--- src/include/pxj_pkg.sv ---
package pxj_pkg;
  localparam int unsigned CLK_HZ = 20_000_000;
  localparam int unsigned MAJOR_CYCLE_NS = 250;
  localparam int unsigned CLK_PERIOD_NS = 1_000_000_000 / CLK_HZ;
  localparam logic [3:0] MAJOR_CYCLE_CLKS = 4'(MAJOR_CYCLE_NS / CLK_PERIOD_NS);
  localparam logic [5:0] OP_PASS = 6'o00;
  localparam logic [5:0] OP_LONG_JUMP_IDX = 6'o01;
  localparam logic [5:0] OP_RETURN_JUMP_IDX = 6'o02;
  localparam logic [5:0] OP_LOAD_RELOC = 6'o24;
  localparam logic [5:0] OP_STORE_RELOC = 6'o25;
  localparam logic [5:0] OP_SWAP = 6'o26;
  localparam logic [5:0] OP_CM_READ = 6'o60;
  localparam logic [5:0] OP_CM_BLOCK_READ = 6'o61;
  localparam logic [5:0] OP_CM_WRITE = 6'o62;
  localparam logic [5:0] OP_CM_BLOCK_WRITE = 6'o63;
  localparam logic [5:0] OP_CHAN_TEST_LO = 6'o64;
  localparam logic [5:0] OP_CHAN_TEST_HI = 6'o67;
  localparam logic [5:0] OP_CHAN_BLOCK_IN = 6'o71;
  localparam logic [5:0] OP_CHAN_BLOCK_OUT = 6'o73;
  localparam logic [5:0] SUB_UNCOND = 6'o00;
  localparam logic [5:0] SUB_MONITOR = 6'o10;
  localparam logic [5:0] SUB_MONITOR_MA = 6'o20;
  localparam int unsigned ACC_SELECT_BIT = 17;
  localparam logic [7:0] CYC_ONE = 8'd1;
  localparam logic [7:0] CYC_SWAP = 8'd2;
  localparam logic [7:0] CYC_LONG_JUMP = 8'd3;
  localparam logic [7:0] CYC_RETURN_JUMP = 8'd4;
  localparam logic [7:0] CYC_LOAD_RELOC = 8'd3;
  localparam logic [7:0] CYC_STORE_RELOC = 8'd4;
  localparam logic [7:0] CYC_DIRECT = 8'd2;
  localparam logic [7:0] CYC_INDIRECT = 8'd3;
  localparam logic [7:0] CYC_INDEXED = 8'd4;
  localparam logic [7:0] CYC_REPLACE_ADD_EXTRA = 8'd2;
  localparam logic [7:0] CYC_REPLACE_ONE_EXTRA = 8'd3;
  localparam logic [7:0] CYC_CM_READ = 8'd12;
  localparam logic [7:0] CYC_CM_WRITE = 8'd6;
  localparam logic [7:0] CYC_CM_BLOCK_READ_SETUP = 8'd7;
  localparam logic [7:0] CYC_CM_BLOCK_WRITE_SETUP = 8'd6;
  localparam logic [7:0] CYC_CM_PER_WORD = 8'd5;
  localparam logic [7:0] CYC_CHAN = 8'd2;
  localparam logic [7:0] CYC_CHAN_BLOCK_SETUP = 8'd5;
  localparam logic [7:0] CYC_CHAN_WORD_APART = 8'd1;
  localparam logic [7:0] CYC_CHAN_WORD_SHARED = 8'd2;

  typedef struct packed {
    logic [5:0] opcode;
    logic [5:0] subcode;
    logic [17:0] accumulator;
    logic [17:0] relocation;
    logic [11:0] word_count;
    logic shared_slot;
  } pxj_instr_type;

  typedef struct packed {
    logic [17:0] package_address;
    logic use_outgoing_monitor_address;
    logic set_monitor_mode_flag;
  } pxj_swap_req_type;
endpackage

--- src/core/pxj_timing_core.sv ---
`timescale 1ns/100ps
// Contract
// - subcode 00 always requests a package swap, monitor flag left alone.
// - address is relocation plus accumulator when select bit set, else accumulator.
// - monitor swap passes when processor already in monitor mode.
// - monitor swap in job mode requests swap and sets monitor flag.
// - swap to monitor address passes in monitor mode, else swaps, sets flag.
// - swap to monitor address uses outgoing package monitor address, absolute.
// - after a swap request, stall until the exchange completes.
// - all counts are in 250 ns major cycles.
// - each swap instruction takes two major cycles, no conflicts.
// - indexed long jump three cycles, indexed return jump four.
// - relocation load three cycles, relocation store four.
// - direct ops two, replace add four, replace add or subtract one five.
// - indirect ops three, replace add five, replace one six.
// - indexed ops four, replace add six, replace one seven.
// - single central read twelve cycles, single central write six.
// - central reads may add one resynchronisation trip.
// - block central read seven plus five per word.
// - block central write six plus five per word.
// - channel tests and flag set and clear take two cycles.
// - single channel transfers, activate, deactivate, functions take two.
// - block channel five plus one per word apart, two when shared.
// - address select bit is accumulator bit 17.
module pxj_timing_core (
  input wire logic clk_sys,
  input wire logic reset_n,
  input wire logic instr_valid,
  output logic instr_ready,
  input pxj_pkg::pxj_instr_type instr,
  input wire logic monitor_mode_flag,
  input wire logic resync_trip,
  input wire logic conflict_stall,
  output logic swap_req_valid,
  input wire logic swap_req_ready,
  output pxj_pkg::pxj_swap_req_type swap_req,
  input wire logic swap_done,
  output logic major_cycle_tick,
  output logic instr_done,
  output logic [15:0] cycles_used
);
  import pxj_pkg::*;

  typedef enum logic [1:0] {ST_IDLE, ST_RUN, ST_SWAP_REQ, ST_SWAP_WAIT} pxj_state_type;

  pxj_state_type state_reg;
  logic [3:0] div_reg;
  logic [15:0] remain_reg;
  logic [15:0] used_reg;
  logic resync_pending_reg;
  logic swap_needed_reg;
  logic done_reg;
  logic [15:0] base_cycles;
  logic [15:0] word_cost;
  logic is_swap;
  logic swap_active;
  logic set_flag;
  logic use_ma;
  logic [17:0] pkg_addr;
  logic is_cm_read;
  logic take;

  // major cycle enable from the 20 MHz clock
  always_ff @(posedge clk_sys or negedge reset_n) begin
    if (!reset_n) begin
      div_reg <= 4'h0;
    end else if (div_reg == MAJOR_CYCLE_CLKS - 4'h1) begin
      div_reg <= 4'h0;
    end else begin
      div_reg <= div_reg + 4'h1;
    end
  end
  assign major_cycle_tick = (div_reg == MAJOR_CYCLE_CLKS - 4'h1);

  assign is_swap = (instr.opcode == OP_SWAP);

  always_comb begin
    swap_active = 1'b0;
    set_flag = 1'b0;
    use_ma = 1'b0;
    if (is_swap) begin
      case (instr.subcode)
        SUB_MONITOR: begin
          swap_active = !monitor_mode_flag;
          set_flag = 1'b1;
        end
        SUB_MONITOR_MA: begin
          swap_active = !monitor_mode_flag;
          set_flag = 1'b1;
          use_ma = 1'b1;
        end
        default: begin
          swap_active = 1'b1;
          set_flag = 1'b0;
        end
      endcase
    end
  end

  always_comb begin
    if (use_ma) begin
      pkg_addr = 18'h00000;
    end else if (instr.accumulator[ACC_SELECT_BIT]) begin
      // wraps at 18 bits like the address path it feeds
      pkg_addr = 18'(instr.relocation + instr.accumulator);
    end else begin
      pkg_addr = instr.accumulator;
    end
  end

  always_comb begin
    word_cost = 16'h0000;
    case (instr.opcode)
      OP_CM_BLOCK_READ, OP_CM_BLOCK_WRITE: begin
        word_cost = 16'(instr.word_count) * 16'(CYC_CM_PER_WORD);
      end
      OP_CHAN_BLOCK_IN, OP_CHAN_BLOCK_OUT: begin
        word_cost = 16'(instr.word_count) * (instr.shared_slot ? 16'(CYC_CHAN_WORD_SHARED) :
                    16'(CYC_CHAN_WORD_APART));
      end
      default: begin
        word_cost = 16'h0000;
      end
    endcase
  end

  always_comb begin
    base_cycles = 16'(CYC_ONE);
    if (instr.opcode == OP_LONG_JUMP_IDX) begin
      base_cycles = 16'(CYC_LONG_JUMP);
    end else if (instr.opcode == OP_RETURN_JUMP_IDX) begin
      base_cycles = 16'(CYC_RETURN_JUMP);
    end else if (instr.opcode == OP_LOAD_RELOC) begin
      base_cycles = 16'(CYC_LOAD_RELOC);
    end else if (instr.opcode == OP_STORE_RELOC) begin
      base_cycles = 16'(CYC_STORE_RELOC);
    end else if (is_swap) begin
      base_cycles = 16'(CYC_SWAP);
    end else if (instr.opcode[5:3] == 3'h2 && !instr.opcode[2]) begin
      base_cycles = 16'(CYC_DIRECT); // 20-23 direct d m forms
    end else if (instr.opcode[5:3] >= 3'h3 && instr.opcode[5:3] <= 3'h5) begin
      // 3x direct, 4x indirect, 5x indexed
      case (instr.opcode[5:3])
        3'h3: base_cycles = 16'(CYC_DIRECT);
        3'h4: base_cycles = 16'(CYC_INDIRECT);
        default: base_cycles = 16'(CYC_INDEXED);
      endcase
      if (instr.opcode[2:0] == 3'h5) begin
        base_cycles = base_cycles + 16'(CYC_REPLACE_ADD_EXTRA);
      end else if (instr.opcode[2:1] == 2'h3) begin
        base_cycles = base_cycles + 16'(CYC_REPLACE_ONE_EXTRA);
      end
    end else if (instr.opcode == OP_CM_READ) begin
      base_cycles = 16'(CYC_CM_READ);
    end else if (instr.opcode == OP_CM_WRITE) begin
      base_cycles = 16'(CYC_CM_WRITE);
    end else if (instr.opcode == OP_CM_BLOCK_READ) begin
      base_cycles = 16'(CYC_CM_BLOCK_READ_SETUP) + word_cost;
    end else if (instr.opcode == OP_CM_BLOCK_WRITE) begin
      base_cycles = 16'(CYC_CM_BLOCK_WRITE_SETUP) + word_cost;
    end else if (instr.opcode >= OP_CHAN_TEST_LO && instr.opcode <= OP_CHAN_TEST_HI) begin
      base_cycles = 16'(CYC_CHAN);
    end else if (instr.opcode == OP_CHAN_BLOCK_IN || instr.opcode == OP_CHAN_BLOCK_OUT) begin
      base_cycles = 16'(CYC_CHAN_BLOCK_SETUP) + word_cost;
    end else if (instr.opcode[5:3] == 3'h7) begin
      base_cycles = 16'(CYC_CHAN);
    end
  end

  assign is_cm_read = (instr.opcode == OP_CM_READ) || (instr.opcode == OP_CM_BLOCK_READ);
  assign instr_ready = (state_reg == ST_IDLE) && major_cycle_tick;
  assign take = instr_valid && instr_ready;

  always_ff @(posedge clk_sys or negedge reset_n) begin
    if (!reset_n) begin
      state_reg <= ST_IDLE;
      remain_reg <= 16'h0000;
      used_reg <= 16'h0000;
      resync_pending_reg <= 1'b0;
      swap_needed_reg <= 1'b0;
      swap_req <= '0;
    end else begin
      case (state_reg)
        ST_IDLE: begin
          if (take) begin
            remain_reg <= base_cycles;
            used_reg <= 16'h0000;
            resync_pending_reg <= is_cm_read && resync_trip;
            swap_needed_reg <= swap_active;
            swap_req <= '{package_address: pkg_addr, use_outgoing_monitor_address: use_ma,
                          set_monitor_mode_flag: set_flag};
            state_reg <= swap_active ? ST_SWAP_REQ : ST_RUN;
          end
        end
        ST_SWAP_REQ: begin
          if (major_cycle_tick) begin
            used_reg <= used_reg + 16'h0001;
            if (remain_reg > 16'h0001) begin
              remain_reg <= remain_reg - 16'h0001;
            end
          end
          if (swap_req_ready) begin
            state_reg <= ST_SWAP_WAIT;
          end
        end
        ST_SWAP_WAIT: begin
          // stall: counting continues but the instruction cannot end early
          if (major_cycle_tick) begin
            used_reg <= used_reg + 16'h0001;
            if (remain_reg > 16'h0001) begin
              remain_reg <= remain_reg - 16'h0001;
            end
          end
          if (swap_done) begin
            swap_needed_reg <= 1'b0;
            state_reg <= ST_RUN;
          end
        end
        ST_RUN: begin
          if (major_cycle_tick) begin
            used_reg <= used_reg + 16'h0001;
            if (conflict_stall) begin
              remain_reg <= remain_reg;
            end else if (remain_reg > 16'h0001) begin
              remain_reg <= remain_reg - 16'h0001;
            end else if (resync_pending_reg) begin
              resync_pending_reg <= 1'b0;
            end else begin
              state_reg <= ST_IDLE;
            end
          end
        end
        default: begin
          state_reg <= ST_IDLE;
        end
      endcase
    end
  end

  always_ff @(posedge clk_sys or negedge reset_n) begin
    if (!reset_n) begin
      done_reg <= 1'b0;
      cycles_used <= 16'h0000;
    end else begin
      done_reg <= (state_reg == ST_RUN) && major_cycle_tick && !conflict_stall &&
                  (remain_reg <= 16'h0001) && !resync_pending_reg;
      if ((state_reg == ST_RUN) && major_cycle_tick && !conflict_stall &&
          (remain_reg <= 16'h0001) && !resync_pending_reg) begin
        cycles_used <= used_reg + 16'h0001;
      end
    end
  end

  assign instr_done = done_reg;
  assign swap_req_valid = (state_reg == ST_SWAP_REQ) && swap_needed_reg;
endmodule

--- config.mk ---
export PLATFORM = sky130hd
export DESIGN_NAME = pxj_timing_core
export DESIGN_NICKNAME = d
export VERILOG_FILES = /design/src/include/pxj_pkg.sv /design/src/core/pxj_timing_core.sv
export SDC_FILE = /design/constraint.sdc
export NUM_CORES = 1
export LEC_CHECK = 0
export BUFFER_PORTS_ARGS = -buffer_cell sky130_fd_sc_hd__buf_4
export CELL_PAD_IN_SITES_DETAIL_PLACEMENT = 0
export CELL_PAD_IN_SITES_GLOBAL_PLACEMENT = 1
export CORE_ASPECT_RATIO = 2
export CORE_UTILIZATION = 39
export DETAILED_ROUTE_END_ITERATION = 6
export PLACE_DENSITY = 0.81
export SYNTH_ARGS = -nofsm -noshare
export SYNTH_HDL_FRONTEND = slang
export SYNTH_SLANG_ARGS = --single-unit
--- constraint.sdc ---
create_clock -name clk_sys -period 2.3 [get_ports clk_sys]
set_input_delay 0.23 -clock clk_sys [delete_from_list [all_inputs] [get_ports clk_sys]]
set_output_delay 0.23 -clock clk_sys [all_outputs]
set_load 0.01 [all_outputs]
Word-level counts from Yosys, hierarchy flattened
Index checks and enable logic that the tools add are counted.
{ "word_totals": {"register_bits": 77, "input_bits": 69, "out_inout_bits": 40} }
{ "op_classes": {"n_addsub": 9, "mul": 2, "magnitude_cmp": 6, "eq_ne": 32, "n_mux": 61, "reduce_logical": 31} }
{ "ops": {"columns": ["op", "n"], "rows": [
  ["$mux 16", 29],
  ["$add 3x16->16 const A", 3],
  ["$pmux 16 s3", 1],
  ["$eq 6x6->1 const B", 6],
  ["$mux 18", 2],
  ["$add 16x2->16 const B", 2],
  ["$pmux 16 s2", 1],
  ["$pmux 15 s2", 1],
  ["$eq 6x5->1 const B", 4],
  ["$mux 2", 10],
  ["$add 18x18->18", 1],
  ["$add 16x1->16 const B", 1],
  ["$gt 16x1->1 const B", 1],
  ["$le 16x1->1 const B", 1],
  ["$sub 16x1->16 const B", 1],
  ["$mul 12x3->15 const B", 1],
  ["$mul 12x2->14", 1],
  ["$ne 2x2->1 const B", 7],
  ["$mux 1", 12],
  ["$logic_and 1x1->1", 11],
  ["$eq 3x3->1 const B", 3],
  ["$pmux 2 s4", 1],
  ["$reduce_or 2->1", 4],
  ["$reduce_and 7->1", 1],
  ["other kinds (25)", 36]
]} }

Logic depth before layout (Yosys ltp)
{ "logic_depth": {"word_depth": 21, "mapped_depth": 15, "mapped_depth_nobuf": 14} }

Worst setup path before layout
Ideal clock, no wire load.
{ "synth_timing": {"path_type": "input to register", "startpoint": "input instr[0] in the netlist's numbering", "endpoint": "register remain_reg[11]", "setup_ps": 130, "arrival_time_ps": 2946, "t_required_ps": 2170, "setup_slack_ps": -776, "stages": 14, "path_buffers": 2, "path_cell_list": "buf_2 > buf_2 > mux2_2 > ha_1 > a21o_1 > inv_1 > ha_1 > inv_1 > a21oi_1 > o221ai_1 > and3_1 > a21oi_1 > or3_1 > o21ai_0"} }
{ "synth_between": {"elab_chain_len": 19, "word_cells_on_any_way": 21, "classes_between": "add/sub (3); mul (1); mux (17)"} }
{ "synth_lines": {"columns": ["element", "line", "source"], "rows": [
  ["from (decl)", "pxj_timing_core.sv:30", "input pxj_pkg::pxj_instr_type instr,"],
  ["$mux 2 *", "pxj_timing_core.sv:118", "word_cost = 16'(instr.word_count) * (instr.shared_slot ? 16'(CYC_CHAN_WORD_SHARED) :"],
  ["$mul 12x2->14 *", "pxj_timing_core.sv:118", null],
  ["$pmux 15 s2 *", "pxj_timing_core.sv:113", "case (instr.opcode)"],
  ["$add 3x16->16", "pxj_timing_core.sv:164", "base_cycles = 16'(CYC_CHAN_BLOCK_SETUP) + word_cost;"],
  ["$mux 16", "pxj_timing_core.sv:163", "end else if (instr.opcode == OP_CHAN_BLOCK_IN || instr.opcode == OP_CHAN_BLOCK_OUT) begin"],
  ["$mux 16", "pxj_timing_core.sv:161", "end else if (instr.opcode >= OP_CHAN_TEST_LO && instr.opcode <= OP_CHAN_TEST_HI) begin"],
  ["$mux 16", "pxj_timing_core.sv:159", "end else if (instr.opcode == OP_CM_BLOCK_WRITE) begin"],
  ["$mux 16 *", "pxj_timing_core.sv:157", "end else if (instr.opcode == OP_CM_BLOCK_READ) begin"],
  ["(+3 left out)", null, null],
  ["$mux 16 *", "pxj_timing_core.sv:139", "end else if (instr.opcode[5:3] == 3'h2 && !instr.opcode[2]) begin"],
  ["$mux 16 *", "pxj_timing_core.sv:137", "end else if (is_swap) begin"],
  ["$mux 16 *", "pxj_timing_core.sv:135", "end else if (instr.opcode == OP_STORE_RELOC) begin"],
  ["$mux 16 *", "pxj_timing_core.sv:133", "end else if (instr.opcode == OP_LOAD_RELOC) begin"],
  ["$mux 16 *", "pxj_timing_core.sv:131", "end else if (instr.opcode == OP_RETURN_JUMP_IDX) begin"],
  ["$mux 16 *", "pxj_timing_core.sv:129", "if (instr.opcode == OP_LONG_JUMP_IDX) begin"],
  ["$mux 16 *", "pxj_timing_core.sv:185", "if (take) begin"],
  ["$pmux 16 s3 *", "pxj_timing_core.sv:183", "case (state_reg)"],
  ["to (signal assigned)", "pxj_timing_core.sv:186", "remain_reg <= base_cycles;"],
  ["to (signal assigned)", "pxj_timing_core.sv:199", "remain_reg <= remain_reg - 16'h0001;"],
  ["to (signal assigned)", "pxj_timing_core.sv:211", "remain_reg <= remain_reg - 16'h0001;"],
  ["to (decl)", "pxj_timing_core.sv:48", "logic [15:0] remain_reg;"]
]} }
Mark *: on every way between the ends. The rest lies on a longest branch, timed or not. The select of a mux whose other input is x is not followed.
A chain may end at the register's enable or synchronous reset.

Worst setup path in the final report
{ "layout_timing": {"startpoint": "input instr[4] in the netlist's numbering", "endpoint": "register remain_reg[12]"} }
{ "layout_between": {"elab_chain_len": 18, "word_cells_on_any_way": 21, "classes_between": "add/sub (3); mul (2); mux (16)"} }
{ "layout_lines": {"columns": ["element", "line", "source"], "rows": [
  ["$mul 12x2->14 / $mul 12x3->15 (equally long branches)", "pxj_timing_core.sv:118, pxj_timing_core.sv:115", null],
  ["$pmux 15 s2 *", "pxj_timing_core.sv:113", null],
  ["$add 3x16->16", "pxj_timing_core.sv:164", null],
  ["$mux 16", "pxj_timing_core.sv:163", null],
  ["$mux 16", "pxj_timing_core.sv:161", null],
  ["$mux 16", "pxj_timing_core.sv:159", null],
  ["$mux 16 *", "pxj_timing_core.sv:157", null],
  ["$mux 16 *", "pxj_timing_core.sv:155", "end else if (instr.opcode == OP_CM_WRITE) begin"],
  ["(+2 left out)", null, null],
  ["$mux 16 *", "pxj_timing_core.sv:139", null],
  ["$mux 16 *", "pxj_timing_core.sv:137", null],
  ["$mux 16 *", "pxj_timing_core.sv:135", null],
  ["$mux 16 *", "pxj_timing_core.sv:133", null],
  ["$mux 16 *", "pxj_timing_core.sv:131", null],
  ["$mux 16 *", "pxj_timing_core.sv:129", null],
  ["$mux 16 *", "pxj_timing_core.sv:185", null],
  ["$pmux 16 s3 *", "pxj_timing_core.sv:183", null]
]} }
Marks and branches as above.

==> impl_metrics.yaml <==
clock_network:
  clock-sinks: 77
  clk_latency_ns: 0.34
  clockRootBuffer: "clkbuf_16"
  cts-htree-levels: 3
  numCtsBuffers: 9
  tritoncts: "done"
  clk_pin_slew_ns: 0.07
  cts.path.max_buffers: 2
grt:
  grt_pass1_wl_um: 37200
  grt_usage_pct: 26.3
  antenna_found_initial: 0
  use_met2_pct: 52.5
  grt.overflow.total: 0
  first_global_vias: 7798
  grt_max_degree: 38
  grt_util_met1_pct: 23.4
  use_met3_pct: 2.56
  grt-busiest-layer: "met2"
critical_path:
  cp.required_ns: 2.53
  path_class: "input pin to register"
  path_max_fanout: 5
  crit_path_end_kind: "register"
  cp.arrival_ns: 2.96
  worst-r2r-cell-count: 12
  worstSetupStartpointType: "input pin"
route:
  wl_um: 23900
  ant_nets: 0
  dr.first_iter.drc_count: 264
  wl_per_cell_um: 17.4
  drt-vias-per-instance: 5.65
  num_vias: 7757
  dr.pass1.iters: 7
  drc: 0
sta:
  slew_headroom_pct: 10.5
  finalClockSkew_ns: 0.0107
  hold_viol_final: 0
  tightestPinTransition_ns: 1.32
  finalCritPeriodShare_pct: 119
  holdWs_ns: 0.0923
  finalSetupViolCount: 11
  fin_setup_tns_ns: -2.77
  fin_ws_ns: -0.431
  fmax_mhz: 366
  report.final.slew_viol_count: 0
  layout_min_cycle_time_ns: 2.73
  rsz0062_at_grt: "true"
placed_design:
  placed_area_um2: 9410
  portBuffers: 108
  hpwl_um: 18900
  dp_slack_ns: -0.903
  gp_congestion: 0.975
job:
  maxCapViolCount: 0
worst_hold_path:
  hold-path-cell-count: 2
  hold_class: "input pin to register"
synthesis:
  syn_area_per_cell_um2: 7.98
  synth.top_cell.area_share_pct: 28.0
  yosys-top-cells-area: "dfrtp_1, ha_1, o21ai_0"
  seq_area_frac_synth_pct: 28.0
  synth_cells: 862
  synth_cell_types: 80
  synthesis.area_um2: 6880
  synth_seq_cells: 77
  synth_edf_count: 0
  yosysTopAreaCell: "dfrtp_1"
  synth_warnings: 0
  synthArstFlopShare_pct: 100
  yosysMostFrequentCell: "o21ai_0"
  postSynthNetCount: 981
  synthFlopType: "dfrtp_1"
  yosys-top-cells-count: "o21ai_0, nand2_1, dfrtp_1"
pwr:
  powerDensity_nw_per_um2: 740
  ir_worst_vdd_v: 0.000438
  p_leak_nw: 4.79
  power.total_mw: 7.77
layout:
  drive_above_1_share_pct: 39.6
  nets: 1276
  final_area_um2: 10500
  top_register: "swap_req"
  area_growth_pct: 52.7
  largest_reg_flops: 20
  antennaDiodeCount: 0
die:
  rows: 68
  fp.dieW_um: 95.9
  die_h_um: 190
  start_util_pct: 39.8
  dieArea_um2: 18200
  io_pins: 109
  core_um2: 17300
run_status:
  status: "finished with violations"
  violations: "negative setup slack"
## worst max-delay path: stages
cell and delay (ns):
buf_8 0.10, ha_4 0.26, ha_4 0.12, inv_2 0.03, fa_2 0.36, nor2b_4 0.16
o21a_1 0.14, nor3_2 0.04, or3_4 0.35, a211oi_4 0.34, and3_4 0.27, a21oi_2 0.05
o211a_1 0.22, o32a_1 0.28
## cell usage in the layout, fill, tap and decap left out, types with 5 or more instances in the layout
cell       Yosys  final
ha_4           0     13
nand2_4        1      7
o21ai_2        0      8
nor3b_1        7      6
xor2_1        14     14
and4_1         5      5
nand2_2        0     10
nor2b_1       12     10
o21ai_1        1     22
or3_1          9      7
a21oi_1       62     53
nor2_1        54     50
nand2_1       90     74
nand4_1        8      8
nand2b_1      11      9
nand3_1       25     22
buf_4          1    297
o221ai_1       6      5
dfrtp_1       77     76
o21ai_0      115     85
a21oi_2        1      8
a22o_1         5      5
and2_1        12     11
nor3_1        29     27
a31oi_1        9      6
mux2i_1       21     21
a22oi_1        6      6
xnor2_1       30     30
inv_1         26     18
ha_1          48     33
o31ai_1        7      6
clkbuf_16      0     11
a21o_1        10      9
buf_6          0     16
o21a_1         8      7
inv_2          0      6
and3_1        19     15
## through the flow
| step | util [%] | std cells |
|---|---|---|
| after floorplan | - | 862 |
| after global placement | 54.5 | 1326 |
| after detailed placement | 54.5 | 1326 |
| after CTS | 57.7 | 1351 |
| after global routing | 60.8 | 1372 |
| final | 60.8 | 1372 |
## cell type report
cell class	count	area [µm²]
well taps	210	263
multi-input cells	723	5360
clock inverters	6	53.8
clock buffers	10	239
fillers	1587	6770
flip-flops and latches	77	1930
inverters	26	108
repair buffers	320	2540
## worst paths after layout
kind / end / slack, ns / startpoint
worst max-delay path: remain_reg[12] / -0.43 / instr[4]
worst min-delay path: state_reg[1] / 0.09 / swap_done
worst max register to register: remain_reg[6] / -0.04 / remain_reg[0]
worst min register to register: swap_req[15] / 0.48 / swap_req[15]
max in group asynchronous: cycles_used[2] / 1.28 / reset_n
min in group asynchronous: remain_reg[14] / 0.39 / reset_n
## layer usage
metal,wire length [µm],part of all wire (%)
met1,7850,33
met2,13700,57
met4,1770,7.4
met5,0,0
met3,621,2.6
## cell families after synthesis
group,share of synthesized area [%]
compound gates,25.8
other cells,0.0545
flops,28.0
simple gates,24.0
buf+inv,3.51
fa+ha+maj,9.32
xor+xnor,5.61
mux,3.71
## what timing repair did
action / 4_1_cts / 5_1_grt
hold buffers: 1 / 0
pin swaps: 25 / 52
endpoints found under the setup margin: 11 / 34
gates cloned: 0 / 3
hold endpoints to repair: 35 / 0
setup buffers: 8 / 18
resized for setup: 41 / 96
## power by group
part | switching, mW | internal, mW | leakage [nW]
clock | 0.621 | 0.780 | 0.142
sequential | 0.390 | 1.85 | 0.990
combinational | 2.06 | 2.07 | 3.66
total | 3.07 | 4.70 | 4.79
Power figures use the tool's default switching activity.
